--- src/inc/uvwcg_pkg.sv ---
// constants shared by the commutation generator and its hysteresis filter
// assumes a byte-wide serial register port and a 12-bit singleturn position source
//
// Function
// - second port carries commutation outputs when its mode field equals 0x1.
// - commutation works for one to sixteen pole pairs, repeating once per pair.
// - output switching uses fixed hysteresis of one position step, 0.0879 degrees.
// - default setting shifts the three outputs 120 degrees apart.
// - pole field at 0x17 bits 5:0 holds three times pairs minus one.
// - select bit 3 at 0x16 chooses 120 or 60 degree edge spacing.
// - twelve-bit start angle shifts sequence, one step is 360/4096 degrees.
// - start angle low nibble sits in 0x4B bits 7:4, high byte at 0x4C.
// - startup or restart commands load start angle plus nonius and multiturn data.
// - computed working offset is read-only at 0x23 bits 7:4 and 0x24.
// - direction bit 7 at 0x15 reverses counting direction of the outputs.
package uvwcg_pkg;
  // ==========================================================================
  // widths
  localparam int POS_W = 12;
  localparam int ADR_W = 7;

  // ==========================================================================
  // register addresses
  localparam logic [ADR_W-1:0] ADR_PORT_MODE  = 7'h0b;
  localparam logic [ADR_W-1:0] ADR_DIR_CFG    = 7'h15;
  localparam logic [ADR_W-1:0] ADR_SHAPE_CFG  = 7'h16;
  localparam logic [ADR_W-1:0] ADR_POLE_CFG   = 7'h17;
  localparam logic [ADR_W-1:0] ADR_WOFF_LOW   = 7'h23;
  localparam logic [ADR_W-1:0] ADR_WOFF_HIGH  = 7'h24;
  localparam logic [ADR_W-1:0] ADR_START_LOW  = 7'h4b;
  localparam logic [ADR_W-1:0] ADR_START_HIGH = 7'h4c;

  // ==========================================================================
  // field positions
  localparam int MODE_LSB    = 5;
  localparam int DIR_BIT     = 7;
  localparam int SEL60_BIT   = 3;
  localparam int POLE_MSB    = 5;
  localparam int NIB_LSB     = 4;

  // ==========================================================================
  // codes and reset values
  localparam logic [2:0]       MODE_COMMUTATION = 3'h1;
  localparam logic [2:0]       RST_MODE         = 3'h0;
  localparam logic [5:0]       RST_POLE_CODE    = 6'h02;
  localparam logic [POS_W-1:0] RST_ANGLE        = 12'h000;
  localparam logic [4:0]       MAX_PAIRS        = 5'h10;

  // ==========================================================================
  // angle thresholds within one electrical cycle of 4096 steps
  localparam logic [POS_W-1:0] HYS_STEPS = 12'h001; // 0.0879 deg mechanical
  localparam logic [POS_W-1:0] DEG60     = 12'h2ab;
  localparam logic [POS_W-1:0] DEG120    = 12'h555;
  localparam logic [POS_W-1:0] DEG180    = 12'h800;
  localparam logic [POS_W-1:0] DEG240    = 12'haab;
  localparam logic [POS_W-1:0] DEG300    = 12'hd55;
endpackage

--- src/core/uvwcg_hys.sv ---
// position hysteresis filter ahead of the commutation decoder
// assumes the position input is a wrapping binary count of one revolution
module uvwcg_hys
  import uvwcg_pkg::*;
(
  input  wire logic             clk_in,
  input  wire logic             sys_rst_in,
  input  wire logic [POS_W-1:0] pos_in,
  output logic      [POS_W-1:0] pos_out
);
  logic [POS_W-1:0] held_q, held_d;
  logic             up_q, up_d;
  logic [POS_W-1:0] delta;
  logic [POS_W-1:0] mag_back;

  // ==========================================================================
  // follow in the running direction, reverse only past the hysteresis
  always_comb begin
    held_d   = held_q;
    up_d     = up_q;
    delta    = pos_in - held_q;
    mag_back = held_q - pos_in;
    if (delta != '0 && !delta[POS_W-1]) begin
      if (up_q || delta > HYS_STEPS) begin
        held_d = pos_in;
        up_d   = 1'b1;
      end
    end else if (delta[POS_W-1]) begin
      if (!up_q || mag_back > HYS_STEPS) begin
        held_d = pos_in;
        up_d   = 1'b0;
      end
    end
  end

  always_ff @(posedge clk_in or posedge sys_rst_in) begin
    if (sys_rst_in) begin
      held_q <= RST_ANGLE;
      up_q   <= 1'b1;
    end else begin
      held_q <= held_d;
      up_q   <= up_d;
    end
  end

  assign pos_out = held_q;

  // ==========================================================================
  // a one-step reversal never moves the held position
  a_hys_reverse: assert property (@(posedge clk_in) disable iff (sys_rst_in)
    (up_q && pos_in == held_q - HYS_STEPS) |=> $stable(held_q))
    else $error("one-step reversal passed the hysteresis");
endmodule // uvwcg_hys

--- src/core/uvwcg_top.sv ---
// three-phase commutation generator with its serial register file
// assumes single-cycle register strobes and a position updated on clk_in
module uvwcg_top
  import uvwcg_pkg::*;
#(
  parameter int PAIR_LIMIT = 16
)(
  input  wire logic                       clk_in,
  input  wire logic                       sys_rst_in,
  input  wire logic [uvwcg_pkg::ADR_W-1:0] reg_addr_in,
  input  wire logic [7:0]                 reg_wdata_in,
  input  wire logic                       reg_wr_in,
  input  wire logic                       reg_rd_in,
  input  wire logic [uvwcg_pkg::POS_W-1:0] abs_position_in,
  input  wire logic [uvwcg_pkg::POS_W-1:0] nonius_period_in,
  input  wire logic [uvwcg_pkg::POS_W-1:0] multiturn_data_in,
  input  wire logic                       multiturn_enable_in,
  input  wire logic                       warm_restart_cmd_in,
  input  wire logic                       absolute_recompute_command_in,
  output logic      [7:0]                 reg_rdata_out,
  output logic      [2:0]                 commutation_outputs_out,
  output logic      [2:0]                 second_port_out
);
  // refuse pair limits outside the supported range of one to sixteen pairs
  if (PAIR_LIMIT < 1 || PAIR_LIMIT > 16) begin : g_bad_pair_limit
    $error("PAIR_LIMIT must be 1..16");
  end

  // ==========================================================================
  // configuration and working offset state
  logic [2:0]       second_port_mode_q, second_port_mode_d;
  logic             direction_invert_q, direction_invert_d;
  logic             sixty_degree_select_q, sixty_degree_select_d;
  logic [5:0]       commutation_pole_pairs_q, commutation_pole_pairs_d;
  logic [POS_W-1:0] start_angle_q, start_angle_d;
  logic [POS_W-1:0] work_off_q, work_off_d;
  logic             startup_q, startup_d;
  logic             load_now;
  logic [7:0]       rdata_d;

  // pole code to pair count, floored and clamped to the supported range
  function automatic logic [4:0] pairs_of(input logic [5:0] code);
    logic [6:0] p;
    p = ({1'b0, code} + 7'h01) / 7'h03;
    if (p < 7'h01) p = 7'h01;
    if (p > 7'(PAIR_LIMIT)) p = 7'(PAIR_LIMIT);
    return p[4:0];
  endfunction

  // register read decode, reserved bits read zero
  function automatic logic [7:0] read_of(input logic [ADR_W-1:0] a);
    case (a)
      ADR_PORT_MODE:  read_of = {second_port_mode_q, 5'h00};
      ADR_DIR_CFG:    read_of = {direction_invert_q, 7'h00};
      ADR_SHAPE_CFG:  read_of = {4'h0, sixty_degree_select_q, 3'h0};
      ADR_POLE_CFG:   read_of = {2'h0, commutation_pole_pairs_q};
      ADR_WOFF_LOW:   read_of = {work_off_q[3:0], 4'h0};
      ADR_WOFF_HIGH:  read_of = work_off_q[11:4];
      ADR_START_LOW:  read_of = {start_angle_q[3:0], 4'h0};
      ADR_START_HIGH: read_of = start_angle_q[11:4];
      default:        read_of = 8'h00;
    endcase
  endfunction

  assign load_now = startup_q | warm_restart_cmd_in | absolute_recompute_command_in;

  // ==========================================================================
  // register writes, read data and working offset computation
  always_comb begin
    second_port_mode_d       = second_port_mode_q;
    direction_invert_d       = direction_invert_q;
    sixty_degree_select_d    = sixty_degree_select_q;
    commutation_pole_pairs_d = commutation_pole_pairs_q;
    start_angle_d            = start_angle_q;
    work_off_d               = work_off_q;
    startup_d                = 1'b0;
    rdata_d                  = reg_rdata_out;
    if (reg_wr_in) begin
      case (reg_addr_in)
        ADR_PORT_MODE:  second_port_mode_d = reg_wdata_in[MODE_LSB+:3];
        ADR_DIR_CFG:    direction_invert_d = reg_wdata_in[DIR_BIT];
        ADR_SHAPE_CFG:  sixty_degree_select_d = reg_wdata_in[SEL60_BIT];
        ADR_POLE_CFG:   commutation_pole_pairs_d = reg_wdata_in[POLE_MSB:0];
        ADR_START_LOW:  start_angle_d[3:0] = reg_wdata_in[NIB_LSB+:4];
        ADR_START_HIGH: start_angle_d[11:4] = reg_wdata_in;
        default:        start_angle_d = start_angle_q; // working offset is read-only
      endcase
    end
    if (load_now) begin
      // start angle amended by nonius and optional multiturn data
      work_off_d = start_angle_q + nonius_period_in
                   + (multiturn_enable_in ? multiturn_data_in : RST_ANGLE);
    end
    if (reg_rd_in) begin
      rdata_d = read_of(reg_addr_in);
    end
  end

  always_ff @(posedge clk_in or posedge sys_rst_in) begin
    if (sys_rst_in) begin
      second_port_mode_q       <= RST_MODE;
      direction_invert_q       <= 1'b0;
      sixty_degree_select_q    <= 1'b0;
      commutation_pole_pairs_q <= RST_POLE_CODE;
      start_angle_q            <= RST_ANGLE;
      work_off_q               <= RST_ANGLE;
      startup_q                <= 1'b1;
      reg_rdata_out            <= 8'h00;
    end else begin
      second_port_mode_q       <= second_port_mode_d;
      direction_invert_q       <= direction_invert_d;
      sixty_degree_select_q    <= sixty_degree_select_d;
      commutation_pole_pairs_q <= commutation_pole_pairs_d;
      start_angle_q            <= start_angle_d;
      work_off_q               <= work_off_d;
      startup_q                <= startup_d;
      reg_rdata_out            <= rdata_d;
    end
  end

  // ==========================================================================
  // direction, hysteresis and electrical angle
  logic [POS_W-1:0] dir_pos;
  logic [POS_W-1:0] held_pos;
  logic [POS_W-1:0] mech_rel;
  logic [16:0]      elec_prod;
  logic [POS_W-1:0] elec;
  logic [4:0]       pairs;

  assign dir_pos = direction_invert_q ? POS_W'(-abs_position_in) : abs_position_in;

  uvwcg_hys u_hys (
    .clk_in     (clk_in),
    .sys_rst_in (sys_rst_in),
    .pos_in     (dir_pos),
    .pos_out    (held_pos)
  );

  assign pairs     = pairs_of(commutation_pole_pairs_q);
  assign mech_rel  = held_pos - work_off_q;
  assign elec_prod = mech_rel * pairs;
  assign elec      = elec_prod[POS_W-1:0]; // one cycle per pole pair

  // ==========================================================================
  // decode outputs from the electrical angle, bit 0 first phase
  logic [2:0] uvw_q, uvw_d;
  logic [2:0] port_q, port_d;

  always_comb begin
    uvw_d[0] = elec < DEG180;
    if (sixty_degree_select_q) begin
      uvw_d[1] = elec >= DEG60 && elec < DEG240;
      uvw_d[2] = elec >= DEG120 && elec < DEG300;
    end else begin
      uvw_d[1] = elec >= DEG120 && elec < DEG300;
      uvw_d[2] = elec >= DEG240 || elec < DEG60;
    end
    port_d = (second_port_mode_q == MODE_COMMUTATION) ? uvw_d : 3'h0;
  end

  always_ff @(posedge clk_in or posedge sys_rst_in) begin
    if (sys_rst_in) begin
      uvw_q  <= 3'h0;
      port_q <= 3'h0;
    end else begin
      uvw_q  <= uvw_d;
      port_q <= port_d;
    end
  end

  assign commutation_outputs_out = uvw_q;
  assign second_port_out         = port_q;

  // ==========================================================================
  // checks
  a_port_route: assert property (@(posedge clk_in) disable iff (sys_rst_in)
    (second_port_mode_q != MODE_COMMUTATION) |=> (second_port_out == 3'h0))
    else $error("second port driven outside commutation mode");
  a_port_match: assert property (@(posedge clk_in) disable iff (sys_rst_in)
    (second_port_mode_q == MODE_COMMUTATION) |=> (second_port_out == commutation_outputs_out))
    else $error("second port differs from commutation outputs");
  a_pair_range: assert property (@(posedge clk_in) disable iff (sys_rst_in)
    pairs >= 5'h01 && pairs <= MAX_PAIRS)
    else $error("pair count out of range");
  a_spacing_120: assert property (@(posedge clk_in) disable iff (sys_rst_in)
    !sixty_degree_select_q |-> (uvw_d != 3'h0 && uvw_d != 3'h7))
    else $error("120 degree pattern produced all-equal state");
  a_pole_decode: assert property (@(posedge clk_in) disable iff (sys_rst_in)
    (reg_wr_in && reg_addr_in == ADR_POLE_CFG && reg_wdata_in[5:0] == 6'h2f)
    |=> (pairs == MAX_PAIRS))
    else $error("code 0x2f did not give sixteen pairs");
  a_spacing_60: assert property (@(posedge clk_in) disable iff (sys_rst_in)
    (sixty_degree_select_q && elec < DEG60) |-> (uvw_d == 3'h1))
    else $error("60 degree pattern wrong in first sector");
  a_start_high: assert property (@(posedge clk_in) disable iff (sys_rst_in)
    (reg_wr_in && reg_addr_in == ADR_START_HIGH) |=> (start_angle_q[11:4] == $past(reg_wdata_in)))
    else $error("start angle high byte not stored");
  a_offset_load: assert property (@(posedge clk_in) disable iff (sys_rst_in)
    (absolute_recompute_command_in && !multiturn_enable_in)
    |=> (work_off_q == $past(start_angle_q) + $past(nonius_period_in)))
    else $error("working offset not amended on recompute");
  a_offset_ro: assert property (@(posedge clk_in) disable iff (sys_rst_in)
    (reg_wr_in && reg_addr_in == ADR_WOFF_HIGH && !load_now) |=> $stable(work_off_q))
    else $error("working offset changed by a write");
  a_dir_invert: assert property (@(posedge clk_in) disable iff (sys_rst_in)
    direction_invert_q |-> (dir_pos + abs_position_in == '0))
    else $error("inverted position not mirrored");
  a_start_low: assert property (@(posedge clk_in) disable iff (sys_rst_in)
    (reg_wr_in && reg_addr_in == ADR_START_LOW)
    |=> ({start_angle_q[3:0], 4'h0} == ($past(reg_wdata_in) & 8'hf0)))
    else $error("start angle low nibble not stored");
  a_woff_hold: assert property (@(posedge clk_in) disable iff (sys_rst_in)
    !load_now |=> $stable(work_off_q))
    else $error("working offset changed without a load");
  a_woff_read: assert property (@(posedge clk_in) disable iff (sys_rst_in)
    (reg_rd_in && reg_addr_in == ADR_WOFF_HIGH && !load_now)
    |=> (reg_rdata_out == work_off_q[11:4]))
    else $error("working offset high byte read wrong");
  a_first_sector: assert property (@(posedge clk_in) disable iff (sys_rst_in)
    (!sixty_degree_select_q && elec < DEG60) |-> (uvw_d == 3'h5))
    else $error("120 degree pattern wrong in first sector");
  a_pole_one: assert property (@(posedge clk_in) disable iff (sys_rst_in)
    (commutation_pole_pairs_q == 6'h02) |-> (pairs == 5'h01))
    else $error("code 0x02 did not give one pair");
endmodule // uvwcg_top

--- config.mk ---
export PLATFORM = sky130hd
export DESIGN_NAME = uvwcg_top
export DESIGN_NICKNAME = d
export VERILOG_FILES = /design/src/inc/uvwcg_pkg.sv /design/src/core/uvwcg_hys.sv /design/src/core/uvwcg_top.sv
export SDC_FILE = /design/constraint.sdc
export NUM_CORES = 1
export LEC_CHECK = 0
export BUFFER_PORTS_ARGS = -buffer_cell sky130_fd_sc_hd__buf_2
export CORE_ASPECT_RATIO = 0.8
export CORE_UTILIZATION = 45
export CTS_CLUSTER_SIZE = 16
export DETAILED_ROUTE_END_ITERATION = 8
export GPL_TIMING_DRIVEN = 0
export HOLD_SLACK_MARGIN = 0.03
export PLACE_DENSITY_LB_ADDON = 0.25
export SLEW_MARGIN = 20
export SYNTH_ARGS = -nofsm -noshare
export SYNTH_HDL_FRONTEND = slang
export SYNTH_SLANG_ARGS = --single-unit
--- constraint.sdc ---
create_clock -name clk_in -period 6.8 [get_ports clk_in]
set_input_delay 1.02 -clock clk_in [delete_from_list [all_inputs] [get_ports clk_in]]
set_output_delay 1.02 -clock clk_in [all_outputs]
set_load 0.1 [all_outputs]
==> metrics.md, run 1 <==
| Metric | Value |
|---|---|
| Final setup margin | -29.8 ps |
| RePlAce Congestion | 0.926 |
| Final worst-path cycle share | 100% |
| Max-cap violations | 0 |
| Final Util | 54.3% |
| Number of vias in the routed layout | 6,674 |
| Metal2 WL | 8.94 mm |
| Grt ovf | 0 |
| Core Rows | 42 |
| Vias in the first global route | around 6.4k |
| Yosys warning count | 0 |
| Aggregate global-route resource usage | 23.9% |
| Core area | 16,500 um2 |
| Status | complete, but fails checks |
| Final hold viol count | 0 |
| H-tree Lvls | 3 |
| Ys flop type | dfrtp_1 |
| Critical path type | reg2reg |
| RSZ-0062 raised after global routing | true |
| Syn Inst Count | around 900 |
| Routed length per instance | 16.6 um |
| Max layer used | met4 |
| Fin cells | 1,214 |
| Antenna violations before repair | 0 |
| Setup violators final | 1 |
| Vias per cell | ~5.5 |
| Lkg Pwr | 4.28 nW |
| # hold bufs at CTS | 0 |
| Fin crit period | between 6000 and 7000 ps |
| Worst min path class | reg2reg |
| Crit path max fanout | 7 |
| Iter 0 DRT Violations | 473 |
| Mean post-synth cell area | 8.46 um2 |
| Failing checks | setup timing |
| Synth async-reset ratio | 100% |
| CP endpoint kind | register |
| Worst EP required | 7080 ps |
| DIE AREA | between 15,000 and 20,000 um2 |
| Startpoint types | register |
| Worst vdd ir | 0.000344 V |
| Synthesized flop and latch total | 63 |
| Mapped Area | between 7000 and 8000 um2 |
| Seq/Total Area, Yosys | 20.8% |
| First-pass GRT wire length | 32.7 mm |
| Io pins | 72 |
| CTS sink count | 63 |
| Inserted Clock Buffers | 9 |
| CTS Root Cell | clkbuf_16 |
| WP data arrival | roughly 7100 ps |
| Synth-to-Final Area Change | 18.3% |
| Final #Nets | 1,147 |
| CTS Buffer Depth | 2 |
| Clock transition at path regs | ~60 ps |
| Remaining DRCs | 0 |
| Diode count | 0 |
| Critical path's slowest cell | dfstp_2 |
| Pre-Repair DR Iteration Count | 5 |
| IO buf count | between 60 and 70 |
| Routed wire length | 20.1 mm |
| Synthesized net count | 1,054 |
| FMAX | 146 MHz |
| Number of synthesized flops with an enable pin | 0 |
| Worst Clk Skew | ~4.1 ps |
| Most frequent cells in the layout | 115 x inv_1, 76 x buf_2, 66 x nor2_1 |
| Clk_lat worst skew | 350 ps |
| Commonest non-fill, non-tap cell in the layout | inv_1 |
| Antenna violation net count after detailed routing | 0 |
| WL met3 | 875 um |
| Final Slew Violations | 0 |
| CTS tree | done |
| CP max stage delay | between 500 and 600 ps |
| Top cell by count, worst path | fa_1 |
| Initial Util | about 46% |
| Inst Count DP | 1,186 |
| Dpl hpwl | 15.7 mm |
| Largest net degree at the start of global routing | 55 |
| Slew margin rel. | 33.0% |
| Pwr/cell area | between 500 and 600 nW/um2 |
| Count of cell types in the netlist | 82 |
| Share of cells above drive strength 1 | 21.5% |
| Die H | 118 um |
| Die width | between 100 and 150 um |
| Least-Margin Pin Slew | 998 ps |
| Metal-1 WL | approximately 10 mm |
## synthesized netlist by cell type, drive strengths merged, types with 4 or more instances
cell / instances / area, um2
inv: 121 / 454
nor2: 74 / 278
ha: 62 / 776
dfrtp: 60 / 1500
nand2: 49 / 186
a21oi: 48 / 244
xnor2: 45 / 402
o21ai: 44 / 224
fa: 38 / 761
mux2: 27 / 308
nor3: 21 / 116
xor2: 19 / 166
mux2i: 17 / 170
clkbuf: 16 / 60.1
nand2b: 16 / 100
nand3: 16 / 80.1
a21o: 15 / 113
buf: 14 / 87.6
and2: 13 / 81.3
nor2b: 12 / 82.6
a211oi: 11 / 82.6
o22ai: 11 / 68.8
or3: 11 / 73.8
o21a: 10 / 75.1
o31ai: 9 / 67.6
a21boi: 8 / 60.1
o211ai: 8 / 70.1
o21bai: 8 / 63.8
and3: 7 / 48.8
a31oi: 6 / 43.8
nor4: 6 / 37.5
or2: 6 / 37.5
a222oi: 5 / 50.1
nand4: 5 / 31.3
a22oi: 4 / 30.0
nand3b: 4 / 30.0
o31a: 4 / 35.0
o41ai: 4 / 42.6
## state kept, by name (all words and copies together), names as in the netlist
register / cells
work_off_q: 12
startup_q: 1
second_port_out: 3
direction_invert_q: 1
second_port_mode_q: 3
sixty_degree_select_q: 1
u_hys.up_q: 1
start_angle_q: 12
reg_rdata_out: 8
commutation_pole_pairs_q: 6
commutation_outputs_out: 3
u_hys.pos_out: 12
## layout make-up
cell class                 instances  area, um2
fill                            1555       7530
timing repair buffer              85        489
inverter                         121        457
clock inverter                     7        103
sequential                        63       1580
buffer                            27        164
clock buffer                       9        225
multi-input combinational        682       5670
tap                              220        275
## worst max-delay path, delay by kind of cell, from the launching register on
| kind | cells | cell delay, ps |
|---|---|---|
| AOI/OAI and AO/OA | 8 | 1510 |
| and+or+nand+nor | 9 | 1680 |
| DFF | 1 | 540 |
| muxes | 1 | 280 |
| xor gates and xnor gates | 1 | 200 |
| adders and majority gates | 5 | 2070 |
| buffers and inverters | 6 | 470 |
## cell families after synthesis
logic type                 share of synthesized area [%]
and+or+nand+nor                                     16.8
AOI/OAI and AO/OA                                   20.3
buffers and inverters                               7.94
adders and majority gates                           20.3
xor gates and xnor gates                            7.49
DFF                                                 20.8
muxes                                               6.30
other                                             0.0495
## routing by layer
layer | vias up | global-route usage (%)
li1 | 3292 | -
met1 | 3186 | 35.4
met2 | 181 | 36.6
met3 | 15 | 3.14
met4 | 0 | 5.73
met5 | - | 0
## through the flow
stage               instance area, um2  TNS [ps]  hold slack [ps]  setup WS, ps  power (mW)
floorplan                         7670         0              469          12.7        3.45
global placement                  8290     -4150              523          -839        4.13
detailed placement                8320     -4450              519          -873        4.15
CTS                               8860         0              536          7.91        5.14
global route                      8970     -1320              545          -291        5.88
finish                            8970     -29.8              537         -29.8        5.37
## timing repair
item                                    in CTS  in global routing
endpoints found under the setup margin       6                  6
pin swaps                                   30                 17
setup buffers                               12                  3
gates resized for setup                     40                 18
## where the power goes
part           total [mW]  switching (mW)  internal, mW
clock network       0.516           0.190         0.326
registers           0.570          0.0884         0.482
logic                4.28            2.39          1.89
total                5.37            2.67          2.70
## path summary, 6_finish.rpt
path                                                               from                                       to  slack (ps)  depth (start not counted)
worst max-delay path            commutation_pole_pairs_q[1]$_DFFE_PP1P_             second_port_out[2]$_DFF_PP0_         -30                         30
worst min-delay path                             u_hys.up_q$_DFFE_PP1P_                   u_hys.up_q$_DFFE_PP1P_         540                          1
worst max register to register  commutation_pole_pairs_q[1]$_DFFE_PP1P_             second_port_out[2]$_DFF_PP0_         -30                         30
worst min register to register                   u_hys.up_q$_DFFE_PP1P_                   u_hys.up_q$_DFFE_PP1P_         540                          1
max in group asynchronous                                    sys_rst_in  commutation_pole_pairs_q[1]$_DFFE_PP1P_        5660                          3
min in group asynchronous                                    sys_rst_in             second_port_out[0]$_DFF_PP0_         580                          2
Note: power is estimated with default switching activity, not from simulation.
==> run 2: changes to the inputs <==
CORE_ASPECT_RATIO = unset   (was 0.8)
==> metrics.md, run 2 (synthesis gave the netlist of run 1 again) <==
| Metric | Value |
|---|---|
| Hold depth | 2 |
| Final Slew Violations | 0 |
| Max-cap violations | 0 |
| IO buf count | 69 |
| Commonest non-fill, non-tap cell in the layout | inv_1 |
| Crit path max fanout | 5 |
| Fill cells | between 1.5k and 2k |
| Aggregate global-route resource usage | 23.0% |
| Worst Hold Slack | 526 ps |
| CP max stage delay | 560 ps |
| Routed length per instance | 16.1 um |
| Number of vias in the routed layout | 6,740 |
| Dpl cell area | 8320 um2 |
| CTS tree | done |
| Antenna violation net count after detailed routing | 0 |
| Fin cells | 1,221 |
| Critical path type | reg2reg |
| Core Rows | 47 |
| DIE AREA | 17,400 um2 |
| Remaining DRCs | 0 |
| Final Total Pwr | roughly 5.4 mW |
| Routed wire length | 19.6 mm |
| Clock transition at path regs | 60 ps |
| Final instance area | 9070 um2 |
| Critical path's slowest cell | dfstp_2 |
| Startpoint types | register |
| Top delay family on crit path | compound AO/OA/AOI/OAI gates |
| Slew margin rel. | approximately 30% |
| Dpl hpwl | ~15 mm |
| CP Buf/Inv Count | 4 |
| Least-Margin Pin Slew | ~1000 ps |
| Pwr/cell area | just under 600 nW/um2 |
| Die H | 132 um |
| Die width | approximately 130 um |
| M3 GR Usage | 3.61% |
| Initial Util | a little under half |
| Final hold viol count | 0 |
| Fin crit period | 6880 ps |
| CP endpoint kind | register |
| Final setup margin | -80.2 ps |
| Setup violators final | 3 |
| First-pass GRT wire length | 32.1 mm |
| Lkg Pwr | 4.30 nW |
| Busiest grt layer | met2 |
| Inserted Clock Buffers | 9 |
| Io pins | 72 |
| FF-to-FF setup slack | -80 ps |
| CTS Buffer Depth | 2 |
| Clk_lat worst skew | ~340 ps |
| Share of cells above drive strength 1 | a little over a fifth |
| Final #Nets | between 1k and 1.5k |
| CTS sink count | 63 |
| Worst EP required | between 7000 and 8000 ps |
| FF-to-FF path depth | 29 |
| Dpl ws | -880 ps |
| Diode count | 0 |
| Synth-to-Final Area Change | 19.6% |
| Worst path depth | 29 |
| Final Util | a little over half |
| Iter 0 DRT Violations | 514 |
| Failing checks | setup timing |
| Met2 usage | 37.7% |
| Worst vdd ir | 0.000549 V |
| WP data arrival | 7150 ps |
| Grt ovf | 0 |
| Vias in the first global route | 6,651 |
| Final worst-path cycle share | 101% |
| Worst Clk Skew | ~8 ps |
| Inst Count DP | 1,186 |
| Met1 Use GR | 30.0% |
| CTS Root Cell | clkbuf_16 |
| H-tree Lvls | 3 |
| Most frequent cells in the layout | 114 x inv_1, 77 x buf_2, 65 x nor2_1 |
| RePlAce Congestion | 0.881 |
| Vias per cell | about 5.5 |
| RSZ-0062 raised after global routing | true |
| Pre-Repair DR Iteration Count | 7 |
| Post-route setup TNS | -101 ps |
| Status | complete, but fails checks |
| Worst min path class | reg2reg |
| Core area | 16,500 um2 |
| FMAX | 145 MHz |
| Largest net degree at the start of global routing | 56 |
| Antenna violations before repair | 0 |
## run 2: cell types whose count changed in the layout (fill, tap and decap cells not counted), sizes merged
cell	previous run	this run
buf	99	108
clkinv	2	1
inv	124	122
clkbuf	22	23
## run 2: final timing paths
| path | from | end |
|---|---|---|
| worst max-delay path | commutation_pole_pairs_q[1]$_DFFE_PP1P_ | second_port_out[2]$_DFF_PP0_ |
| worst min-delay path | reg_rdata_out[7]$_DFFE_PP0P_ | reg_rdata_out[7]$_DFFE_PP0P_ |
| worst max register to register | commutation_pole_pairs_q[1]$_DFFE_PP1P_ | second_port_out[2]$_DFF_PP0_ |
| worst min register to register | reg_rdata_out[7]$_DFFE_PP0P_ | reg_rdata_out[7]$_DFFE_PP0P_ |
| max in group asynchronous | sys_rst_in | commutation_pole_pairs_q[1]$_DFFE_PP1P_ |
| min in group asynchronous | sys_rst_in | commutation_outputs_out[0]$_DFF_PP0_ |
## run 2: area by class of cell
type	count	area (um2)	area share, %
timing repair buffer	93	557	6.14
clock buffer	12	246	2.72
buffer	26	150	1.66
clock inverter	4	77.6	0.856
sequential	63	1580	17.4
tap	220	275	3.04
inverter	121	459	5.06
multi-input combinational	682	5720	63.1
## run 2: repair_timing
item / in CTS / in global routing
hold buffers: 0 / 0
pin swaps: 31 / 30
setup endpoints to repair: 6 / 6
resized for setup: 40 / 25
setup buffers: 15 / 8
## run 2: per-layer routing
metal | vias up | routed length, um
met1 | 3206 | 8830
li1 | 3307 | -
met3 | 43 | 965
met5 | - | 0
met2 | 184 | 9200
met4 | 0 | 605
## run 2: worst reg2reg max path: cells and delay by family, from the launching register on
family,cells,cell delay [ps]
compound gates,10,2090
xor+xnor,4,730
fa+ha+maj,5,2010
buf+inv,4,260
flops,1,560
mux,1,280
simple gates,5,920
## run 2: report_power, final
part / leakage (nW) / internal, mW / switching [mW] / total [mW]
Combinational: 3.34 / 1.90 / 2.40 / 4.31
Sequential: 0.797 / 0.482 / 0.0852 / 0.567
Clock: 0.157 / 0.333 / 0.177 / 0.510
Total: 4.30 / 2.72 / 2.66 / 5.38
